[src/shared/pmr_pkg.sv]
package pmr_pkg;
  localparam int NUM_CH = 3;
  localparam int LEVEL_W = 6;
  localparam logic [7:0] CODE_ADDR [NUM_CH] = '{8'h80, 8'h90, 8'hA0};
  localparam logic [7:0] CTRL_ADDR [NUM_CH] = '{8'h81, 8'h91, 8'hA1};
  localparam logic [7:0] KA_ADDR = 8'hB1;
  localparam logic [7:0] BTN_ADDR = 8'hC0;
  localparam int EN_BIT = 7;
  localparam int DIS_BIT = 2;
  localparam int FIE_BIT = 1;
  localparam int PG_BIT = 0;
  localparam int PRESS_BIT = 7;
  localparam int RELEASE_BIT = 6;
  localparam int SREN_BIT = 1;
  localparam int PCEN_BIT = 0;
  localparam int BYTE_MSB = 7;
  localparam logic [2:0] BIT_LAST = 3'h7;
  localparam logic [7:0] PTR_STEP = 8'h01;
  // Arbitrary bus address, overridden per board
  localparam logic [6:0] DEV_ADDR_DFLT = 7'h2A;
  localparam logic KA_EN_RST = 1'h1;

  typedef struct packed {
    logic enable;
    logic discharge_enable;
    logic fault_irq_enable;
    logic [LEVEL_W-1:0] output_level_code;
  } pmr_ctrl_type;

  typedef struct packed {
    logic enable;
    logic discharge;
    logic fault_irq;
    logic [LEVEL_W-1:0] output_level_code;
  } pmr_chan_out_type;

  typedef struct packed {
    logic en;
    logic [7:0] addr;
    logic [7:0] data;
  } pmr_wr_type;

  localparam pmr_ctrl_type CTRL_RST = '0;

  typedef enum logic [2:0] {
    I2C_IDLE = 3'h0,
    I2C_ADDR = 3'h1,
    I2C_ACK_A = 3'h2,
    I2C_PTR = 3'h3,
    I2C_ACK_W = 3'h4,
    I2C_WDATA = 3'h5,
    I2C_RDATA = 3'h6,
    I2C_RACK = 3'h7
  } pmr_i2c_state_type;
endpackage

[src/rtl/pmr_sync.sv]
`timescale 1ns/1ns
module pmr_sync #(
  parameter int WIDTH = 1
) (
  input wire logic ref_clk,
  input wire logic sys_rst,
  input wire logic [WIDTH-1:0] async_in,
  output logic [WIDTH-1:0] sync_out
);
  logic [WIDTH-1:0] s1_r;
  logic [WIDTH-1:0] s2_r;

  always_ff @(posedge ref_clk) begin
    if (sys_rst) begin
      s1_r <= '1;
      s2_r <= '1;
    end else begin
      s1_r <= async_in;
      s2_r <= s1_r;
    end
  end

  assign sync_out = s2_r;
endmodule

[src/rtl/pmr_reg_channel.sv]
`timescale 1ns/1ns
module pmr_reg_channel #(
  parameter logic [7:0] CODE_ADDR = pmr_pkg::CODE_ADDR[0],
  parameter logic [7:0] CTRL_ADDR = pmr_pkg::CTRL_ADDR[0]
) (
  input wire logic ref_clk,
  input wire logic sys_rst,
  input pmr_pkg::pmr_wr_type wr,
  input wire logic [7:0] rd_addr,
  input wire logic power_good,
  input wire logic fault,
  output pmr_pkg::pmr_chan_out_type chan_out,
  output logic [7:0] rd_byte
);
  pmr_pkg::pmr_ctrl_type ctrl_r;
  pmr_pkg::pmr_ctrl_type ctrl_nxt;
  logic firq_r;
  logic firq_nxt;

  always_comb begin
    ctrl_nxt = ctrl_r;
    if (wr.en && wr.addr == CODE_ADDR) begin
      ctrl_nxt.output_level_code = wr.data[pmr_pkg::LEVEL_W-1:0];
    end
    if (wr.en && wr.addr == CTRL_ADDR) begin
      ctrl_nxt.enable = wr.data[pmr_pkg::EN_BIT];
      ctrl_nxt.discharge_enable = wr.data[pmr_pkg::DIS_BIT];
      ctrl_nxt.fault_irq_enable = wr.data[pmr_pkg::FIE_BIT];
    end
    firq_nxt = fault && ctrl_r.fault_irq_enable;
  end

  always_ff @(posedge ref_clk) begin
    if (sys_rst) begin
      ctrl_r <= pmr_pkg::CTRL_RST;
      firq_r <= 1'h0;
    end else begin
      ctrl_r <= ctrl_nxt;
      firq_r <= firq_nxt;
    end
  end

  always_comb begin
    chan_out.enable = ctrl_r.enable;
    chan_out.discharge = ctrl_r.discharge_enable && !ctrl_r.enable;
    chan_out.fault_irq = firq_r;
    chan_out.output_level_code = ctrl_r.output_level_code;
  end

  // Reserved bits stay zero since nothing stores them
  always_comb begin
    rd_byte = '0;
    if (rd_addr == CODE_ADDR) begin
      rd_byte[pmr_pkg::LEVEL_W-1:0] = ctrl_r.output_level_code;
    end
    if (rd_addr == CTRL_ADDR) begin
      rd_byte[pmr_pkg::EN_BIT] = ctrl_r.enable;
      rd_byte[pmr_pkg::DIS_BIT] = ctrl_r.discharge_enable;
      rd_byte[pmr_pkg::FIE_BIT] = ctrl_r.fault_irq_enable;
      rd_byte[pmr_pkg::PG_BIT] = power_good;
    end
  end
endmodule

[src/rtl/pmr_regbank.sv]
`timescale 1ns/1ns
module pmr_regbank #(
  parameter logic [6:0] DEV_ADDR = pmr_pkg::DEV_ADDR_DFLT,
  parameter logic KA_EN_RST = pmr_pkg::KA_EN_RST
) (
  input wire logic ref_clk,
  input wire logic sys_rst,
  input wire logic scl_in,
  input wire logic sda_in,
  output logic sda_out,
  output logic sda_oe_n,
  input wire logic [pmr_pkg::NUM_CH-1:0] regulator_power_good,
  input wire logic [pmr_pkg::NUM_CH-1:0] regulator_fault,
  input wire logic push_button_input_n,
  input wire logic watchdog_expire,
  input wire logic sleep_entry,
  output pmr_pkg::pmr_chan_out_type [pmr_pkg::NUM_CH-1:0] chan_out,
  output logic keep_alive_enable,
  output logic regulator_fault_irq,
  output logic button_press_irq,
  output logic button_release_irq,
  output logic watchdog_soft_reset_start,
  output logic watchdog_power_cycle_start
);
  localparam int SYNC_W = 3 + pmr_pkg::NUM_CH;

  logic [SYNC_W-1:0] pin_raw;
  logic [SYNC_W-1:0] pin_sync;
  logic scl_s;
  logic sda_s;
  logic btn_s;
  logic [pmr_pkg::NUM_CH-1:0] pg_s;

  // SCL, SDA, button and power-good pins share one synchroniser so their latency matches; regulator_fault is not synchronised
  assign pin_raw = {scl_in, sda_in, push_button_input_n, regulator_power_good};

  pmr_sync #(
    .WIDTH(SYNC_W)
  ) u_sync (
    .ref_clk(ref_clk),
    .sys_rst(sys_rst),
    .async_in(pin_raw),
    .sync_out(pin_sync)
  );

  assign scl_s = pin_sync[SYNC_W-1];
  assign sda_s = pin_sync[SYNC_W-2];
  assign btn_s = pin_sync[SYNC_W-3];
  assign pg_s = pin_sync[pmr_pkg::NUM_CH-1:0];

  pmr_pkg::pmr_i2c_state_type st_r;
  pmr_pkg::pmr_i2c_state_type st_nxt;
  logic [2:0] cnt_r;
  logic [2:0] cnt_nxt;
  logic done_r;
  logic done_nxt;
  logic rw_r;
  logic rw_nxt;
  logic nack_r;
  logic nack_nxt;
  logic [7:0] sh_r;
  logic [7:0] sh_nxt;
  logic [7:0] ptr_r;
  logic [7:0] ptr_nxt;
  logic oe_n_r;
  logic oe_n_nxt;
  logic scl_d_r;
  logic scl_d_nxt;
  logic sda_d_r;
  logic sda_d_nxt;
  pmr_pkg::pmr_wr_type pend_r;
  pmr_pkg::pmr_wr_type pend_nxt;
  pmr_pkg::pmr_wr_type wr_r;
  pmr_pkg::pmr_wr_type wr_nxt;
  logic [7:0] rd_byte;

  logic bus_start;
  logic bus_stop;
  logic scl_rise;
  logic scl_fall;

  assign bus_start = scl_s && scl_d_r && sda_d_r && !sda_s;
  assign bus_stop = scl_s && scl_d_r && !sda_d_r && sda_s;
  assign scl_rise = scl_s && !scl_d_r;
  assign scl_fall = !scl_s && scl_d_r;

  // A written byte is held back and only committed once its transfer is over,
  // either by the next byte, a repeated start or the stop condition.
  always_comb begin
    st_nxt = st_r;
    cnt_nxt = cnt_r;
    done_nxt = done_r;
    rw_nxt = rw_r;
    nack_nxt = nack_r;
    sh_nxt = sh_r;
    ptr_nxt = ptr_r;
    pend_nxt = pend_r;
    oe_n_nxt = oe_n_r;
    scl_d_nxt = scl_s;
    sda_d_nxt = sda_s;
    wr_nxt = '0;
    if (bus_start || bus_stop) begin
      wr_nxt = pend_r;
      pend_nxt.en = 1'h0;
      st_nxt = bus_start ? pmr_pkg::I2C_ADDR : pmr_pkg::I2C_IDLE;
      cnt_nxt = '0;
      done_nxt = 1'h0;
      oe_n_nxt = 1'h1;
    end else begin
      unique case (st_r)
        pmr_pkg::I2C_IDLE: begin
          oe_n_nxt = 1'h1;
        end
        pmr_pkg::I2C_ADDR, pmr_pkg::I2C_PTR, pmr_pkg::I2C_WDATA: begin
          if (scl_rise) begin
            sh_nxt = {sh_r[pmr_pkg::BYTE_MSB-1:0], sda_s};
            cnt_nxt = cnt_r + 3'h1;
            done_nxt = (cnt_r == pmr_pkg::BIT_LAST);
          end
          if (scl_fall && done_r) begin
            done_nxt = 1'h0;
            oe_n_nxt = 1'h0;
            st_nxt = pmr_pkg::I2C_ACK_W;
            if (st_r == pmr_pkg::I2C_ADDR) begin
              rw_nxt = sh_r[0];
              st_nxt = pmr_pkg::I2C_ACK_A;
              if (sh_r[pmr_pkg::BYTE_MSB:1] != DEV_ADDR) begin
                oe_n_nxt = 1'h1;
                st_nxt = pmr_pkg::I2C_IDLE;
              end
            end else if (st_r == pmr_pkg::I2C_PTR) begin
              ptr_nxt = sh_r;
            end else begin
              wr_nxt = pend_r;
              pend_nxt.en = 1'h1;
              pend_nxt.addr = ptr_r;
              pend_nxt.data = sh_r;
              ptr_nxt = ptr_r + pmr_pkg::PTR_STEP;
            end
          end
        end
        pmr_pkg::I2C_ACK_A: begin
          if (scl_fall) begin
            cnt_nxt = '0;
            if (rw_r) begin
              sh_nxt = rd_byte;
              oe_n_nxt = rd_byte[pmr_pkg::BYTE_MSB];
              st_nxt = pmr_pkg::I2C_RDATA;
            end else begin
              oe_n_nxt = 1'h1;
              st_nxt = pmr_pkg::I2C_PTR;
            end
          end
        end
        pmr_pkg::I2C_ACK_W: begin
          if (scl_fall) begin
            oe_n_nxt = 1'h1;
            cnt_nxt = '0;
            st_nxt = pmr_pkg::I2C_WDATA;
          end
        end
        pmr_pkg::I2C_RDATA: begin
          if (scl_rise) begin
            cnt_nxt = cnt_r + 3'h1;
            done_nxt = (cnt_r == pmr_pkg::BIT_LAST);
          end
          if (scl_fall) begin
            if (done_r) begin
              done_nxt = 1'h0;
              oe_n_nxt = 1'h1;
              st_nxt = pmr_pkg::I2C_RACK;
            end else begin
              sh_nxt = {sh_r[pmr_pkg::BYTE_MSB-1:0], 1'h0};
              oe_n_nxt = sh_r[pmr_pkg::BYTE_MSB-1];
            end
          end
        end
        pmr_pkg::I2C_RACK: begin
          if (scl_rise) begin
            nack_nxt = sda_s;
            if (!sda_s) begin
              ptr_nxt = ptr_r + pmr_pkg::PTR_STEP;
            end
          end
          if (scl_fall) begin
            cnt_nxt = '0;
            if (nack_r) begin
              st_nxt = pmr_pkg::I2C_IDLE;
            end else begin
              sh_nxt = rd_byte;
              oe_n_nxt = rd_byte[pmr_pkg::BYTE_MSB];
              st_nxt = pmr_pkg::I2C_RDATA;
            end
          end
        end
      endcase
    end
  end

  always_ff @(posedge ref_clk) begin
    if (sys_rst) begin
      st_r <= pmr_pkg::I2C_IDLE;
      cnt_r <= '0;
      done_r <= 1'h0;
      rw_r <= 1'h0;
      nack_r <= 1'h0;
      sh_r <= '0;
      ptr_r <= '0;
      pend_r <= '0;
      wr_r <= '0;
      oe_n_r <= 1'h1;
      scl_d_r <= 1'h1;
      sda_d_r <= 1'h1;
    end else begin
      st_r <= st_nxt;
      cnt_r <= cnt_nxt;
      done_r <= done_nxt;
      rw_r <= rw_nxt;
      nack_r <= nack_nxt;
      sh_r <= sh_nxt;
      ptr_r <= ptr_nxt;
      pend_r <= pend_nxt;
      wr_r <= wr_nxt;
      oe_n_r <= oe_n_nxt;
      scl_d_r <= scl_d_nxt;
      sda_d_r <= sda_d_nxt;
    end
  end

  // Open drain: only ever pulls low
  assign sda_out = 1'h0;
  assign sda_oe_n = oe_n_r;

  logic [7:0] ch_rd [pmr_pkg::NUM_CH];

  for (genvar g = 0; g < pmr_pkg::NUM_CH; g++) begin : gen_ch
    pmr_reg_channel #(
      .CODE_ADDR(pmr_pkg::CODE_ADDR[g]),
      .CTRL_ADDR(pmr_pkg::CTRL_ADDR[g])
    ) u_ch (
      .ref_clk(ref_clk),
      .sys_rst(sys_rst),
      .wr(wr_r),
      .rd_addr(ptr_r),
      .power_good(pg_s[g]),
      .fault(regulator_fault[g]),
      .chan_out(chan_out[g]),
      .rd_byte(ch_rd[g])
    );
  end

  logic ka_en_r;
  logic ka_en_nxt;
  logic press_en_r;
  logic press_en_nxt;
  logic release_en_r;
  logic release_en_nxt;
  logic sren_r;
  logic sren_nxt;
  logic pcen_r;
  logic pcen_nxt;
  logic btn_d_r;
  logic press_irq_r;
  logic press_irq_nxt;
  logic release_irq_r;
  logic release_irq_nxt;
  logic srst_r;
  logic srst_nxt;
  logic pcyc_r;
  logic pcyc_nxt;

  always_comb begin
    ka_en_nxt = ka_en_r;
    press_en_nxt = press_en_r;
    release_en_nxt = release_en_r;
    sren_nxt = sren_r;
    pcen_nxt = pcen_r;
    if (wr_r.en && wr_r.addr == pmr_pkg::KA_ADDR) begin
      ka_en_nxt = wr_r.data[pmr_pkg::EN_BIT];
    end
    if (wr_r.en && wr_r.addr == pmr_pkg::BTN_ADDR) begin
      press_en_nxt = wr_r.data[pmr_pkg::PRESS_BIT];
      release_en_nxt = wr_r.data[pmr_pkg::RELEASE_BIT];
      sren_nxt = wr_r.data[pmr_pkg::SREN_BIT];
      pcen_nxt = wr_r.data[pmr_pkg::PCEN_BIT];
    end
    // Sleep beats a same-cycle write so the watchdog never survives into sleep
    if (sleep_entry) begin
      sren_nxt = 1'h0;
      pcen_nxt = 1'h0;
    end
    // Input is active low: a falling level is a press
    press_irq_nxt = btn_d_r && !btn_s && press_en_r;
    release_irq_nxt = !btn_d_r && btn_s && release_en_r;
    srst_nxt = watchdog_expire && sren_r;
    pcyc_nxt = watchdog_expire && pcen_r;
  end

  always_ff @(posedge ref_clk) begin
    if (sys_rst) begin
      ka_en_r <= KA_EN_RST;
      press_en_r <= 1'h0;
      release_en_r <= 1'h0;
      sren_r <= 1'h0;
      pcen_r <= 1'h0;
      btn_d_r <= 1'h1;
      press_irq_r <= 1'h0;
      release_irq_r <= 1'h0;
      srst_r <= 1'h0;
      pcyc_r <= 1'h0;
    end else begin
      ka_en_r <= ka_en_nxt;
      press_en_r <= press_en_nxt;
      release_en_r <= release_en_nxt;
      sren_r <= sren_nxt;
      pcen_r <= pcen_nxt;
      btn_d_r <= btn_s;
      press_irq_r <= press_irq_nxt;
      release_irq_r <= release_irq_nxt;
      srst_r <= srst_nxt;
      pcyc_r <= pcyc_nxt;
    end
  end

  always_comb begin
    rd_byte = '0;
    if (ptr_r == pmr_pkg::KA_ADDR) begin
      rd_byte[pmr_pkg::EN_BIT] = ka_en_r;
    end
    if (ptr_r == pmr_pkg::BTN_ADDR) begin
      rd_byte[pmr_pkg::PRESS_BIT] = press_en_r;
      rd_byte[pmr_pkg::RELEASE_BIT] = release_en_r;
      rd_byte[pmr_pkg::SREN_BIT] = sren_r;
      rd_byte[pmr_pkg::PCEN_BIT] = pcen_r;
    end
    for (int i = 0; i < pmr_pkg::NUM_CH; i++) begin
      rd_byte = rd_byte | ch_rd[i];
    end
    regulator_fault_irq = 1'h0;
    for (int i = 0; i < pmr_pkg::NUM_CH; i++) begin
      regulator_fault_irq = regulator_fault_irq | chan_out[i].fault_irq;
    end
  end

  assign keep_alive_enable = ka_en_r;
  assign button_press_irq = press_irq_r;
  assign button_release_irq = release_irq_r;
  assign watchdog_soft_reset_start = srst_r;
  assign watchdog_power_cycle_start = pcyc_r;
endmodule

[config.mk]
export PLATFORM = sky130hd
export DESIGN_NAME = pmr_regbank
export DESIGN_NICKNAME = d
export VERILOG_FILES = /design/src/shared/pmr_pkg.sv /design/src/rtl/pmr_sync.sv /design/src/rtl/pmr_reg_channel.sv /design/src/rtl/pmr_regbank.sv
export SDC_FILE = /design/constraint.sdc
export NUM_CORES = 1
export LEC_CHECK = 0
export ABC_AREA = 1
export ABC_CLOCK_PERIOD_IN_PS = 1430
export BUFFER_PORTS_ARGS = -buffer_cell sky130_fd_sc_hd__buf_4
export CORE_ASPECT_RATIO = 1.5
export CORE_MARGIN = 4
export CORE_UTILIZATION = 53
export DETAILED_ROUTE_END_ITERATION = 16
export HOLD_SLACK_MARGIN = 0.15
export PLACE_DENSITY = 0.83
export SLEW_MARGIN = 20
export SYNTH_ARGS = -nofsm -noshare
export SYNTH_HDL_FRONTEND = slang
export SYNTH_SLANG_ARGS = --single-unit
[constraint.sdc]
create_clock -name ref_clk -period 1.43 [get_ports ref_clk]
set_input_delay 0.286 -clock ref_clk [delete_from_list [all_inputs] [get_ports ref_clk]]
set_output_delay 0.286 -clock ref_clk [all_outputs]
set_load 0.05 [all_outputs]
==> impl_metrics.ini <==
[setup_path]
start_kind = flop
cp_data_arrival_time_ns = 1.93
cp-end-kind = flop
crit_slowest_cell = dfxtp_2
path_cells = inv_2 -> ha_4 -> inv_2 -> nor2_4 -> buf_6 -> nor2_1 -> nand2_1 -> nand2_2 -> nor2_2 -> nand2_1 -> nand2_1 -> a21oi_1
critPathMostFrequentCell = nand2_1
crit_type = reg -> reg
worstPathRequired_ns = 1.74
path_max_fanout = 4
slowest_delay_ns = 0.32

[synth]
async_reset_ff_share_pct = 0
ys_seq_area_share_pct = 44.31
synth_edf_count = 0
syn_nets = 729
ys_dominant_reg_cell = dfxtp_1
syn_avg_cell_area_um2 = 7.243
synth_seq_cells = 114
synthCells = 711
synth_warnings = 0
ys_types = 37
synth_area_um2 = 5150

[routing]
via_per_inst = 6.003
initialDrtViolationCount = 627
drt-total-wl_mm = 17.48
vias = 5559
drc = 0
drt-pass1-iter-count = 6
routedWlPerCell_um = 18.87
ant_nets = 0

[timing]
max_freq_ghz = 0.6162
period_share_pct = 113.5
finalSetupViolCount = 18
fin_tns_setup_ns = -0.9736
finalHoldViolCount = 0
rsz0062_at_grt = true
layout_min_cycle_time_ns = 1.623
setup_ws_ns = -0.1928
skew_ns = 0.01159
drv_slew = 0

[place]
gp_congestion = 0.9864
placed_cell_area_um2 = 5772
dp_slack_ns = -0.1447
dp_hpwl_mm = 10.03
placed_cells = 871
numPortBuffers = 46

[floorplan]
die_x_um = 88.49
die_h_um = 128.7
fp.coreArea_um2 = 9361
fp.dieArea_um2 = 11390
ios = 48
initial_utilization_pct = 55.01
rows = 43

[grt]
top_usage_layer = met2
grt.overflow.total = 0
grt_pass1_vias = 5177
grt_use_met3_pct = 7.431
grt_max_degree = 36
grt_pass1_wl_mm = 23.81
use_met2_pct = 47.86
grt.met1_usage_pct = 26.39
antenna_found_initial = 0
track_usage_pct = 27.43

[clock_network]
clockBufferDepth = 2
clk_latency_ns = 0.43
cts_tree = built
h-tree-depth = 4
path_clk_slew_ns = 0.06
cts-buffers-inserted = 17
cts_num_sinks = 114
cts-root-buf = clkbuf_16

[finish]
nets = 819
syn2layout_area_growth_pct = 38.24
drive_above_1_share_pct = 34.28
fin_area_um2 = 7119
diodes = 0
finalNonFillerCells = 926

[pwr]
power_density_nw_per_um2 = 1437
vdd_drop_max_v = 0.001019
leakage_nw = 3.004

[run_status]
violations = setup timing
status = finished with violations

[min_path]
hp-class = in -> reg

[flow_run]
maxCapViolCount = 0
==> logic make-up after synthesis <==
logic type / count (synthesis) / share of synthesized area [%]
xor+xnor: 1 / 0.1701
flops: 114 / 44.31
simple gates: 311 / 27.09
buf+inv: 139 / 12.44
compound gates: 140 / 14.70
fa+ha+maj: 5 / 1.215
other cells: 1 / 0.07282
==> worst max-delay path, delay by kind of cell (launching register included) <==
family	cells	cell delay [ns]
buf+inv	3	0.27
simple gates	7	0.73
fa+ha+maj	1	0.13
flops	1	0.32
compound gates	1	0.07
==> path summary, 6_finish.rpt <==
| check | depth (start not counted) | slack (ns) | startpoint | endpoint |
|---|---|---|---|---|
| hold / removal | 2 | 0.16 | sys_rst | button_release_irq$_SDFF_PP0_ |
| setup / recovery | 12 | -0.19 | ptr_r[1]$_SDFFE_PP0P_ | sh_r[2]$_SDFFE_PP0P_ |
| setup reg to reg | 12 | -0.19 | ptr_r[1]$_SDFFE_PP0P_ | sh_r[2]$_SDFFE_PP0P_ |
| hold reg to reg | 1 | 0.41 | u_sync.s1_r[4]$_SDFF_PP1_ | u_sync.sync_out[4]$_SDFF_PP1_ |
==> final cells by class <==
type,instances,area (um2)
Multi-Input combinational cell,459,2659
Sequential cell,114,2316
Fill cell,568,2242
Timing Repair Buffer,120,1042
Clock buffer,19,432.9
Inverter,89,355.3
Clock inverter,13,173.9
Tap cell,112,140.1
==> repair_timing <==
action                                  in CTS  in global routing
resized for setup                           47                125
endpoints found under the hold margin       12                  0
setup buffers                                2                  7
pin swaps                                    4                 29
cloned                                       3                  0
endpoints found under the setup margin      42                 61
hold buffers                                11                  0
==> registers in the layout, summed over array words and instances, names as in the netlist, 6 cells and up <==
register,flops
u_sync.s1_r,6
ptr_r,8
u_sync.sync_out,6
pend_r,17
gen_ch.u_ch.chan_out,21
wr_r,17
sh_r,8
gen_ch.u_ch.ctrl_r,6
==> layer usage <==
layer,share of wire (%),up-vias
met4,8.6,0
met5,0,-
li1,-,2476
met3,7.3,141
met1,33,2562
met2,51,380
==> cells in the final DEF (no fill, tap or decap), types with 9 or more instances in the layout <==
cell,count
inv_1,73
nor2_1,70
nor2_4,14
dfxtp_2,9
a21oi_1,53
nand3_1,29
buf_4,88
o21ai_0,40
buf_6,17
a21oi_2,11
nand2_4,12
nand2_1,90
clkbuf_16,17
nand2_2,15
dlygate4sd3_1,11
or2_2,13
inv_2,11
nand3_2,11
nor2_2,11
dfxtp_1,99
o21ai_1,15
nor3_1,27
==> power by group <==
group          internal, W  switching [W]  total [W]
Sequential         0.00334       0.000204    0.00354
Combinational     0.000953        0.00137    0.00232
Clock              0.00277        0.00160    0.00437
==> cells in the mapped netlist (6+ instances only) <==
cell type	count	area [um2]
nor2_2	7	43.79
dfxtp_1	114	2282
nor2_1	88	330.3
inv_1	81	304.0
or2_2	13	81.33
nand4_1	7	43.79
o21ai_0	54	270.3
nor3_1	32	160.2
buf_2	6	30.03
nand3_1	41	205.2
clkbuf_1	15	56.30
a211oi_1	8	60.06
a21oi_1	59	295.3
nand2_1	109	409.1
o21ai_1	7	35.03
buf_4	27	202.7
==> metrics by stage <==
stage          hold slack [ns]  util [%]  total power (W)
2_1_floorplan           0.3895         -         0.004520
3_3_place_gp            0.3939     61.65         0.005026
3_5_place_dp            0.3945     61.65         0.005087
4_1_cts                 0.1533     71.02         0.009598
5_1_grt                 0.1719     76.05          0.01058
6_report                0.1610     76.05          0.01023
No activity file was read; power rests on OpenSTA's default activity.
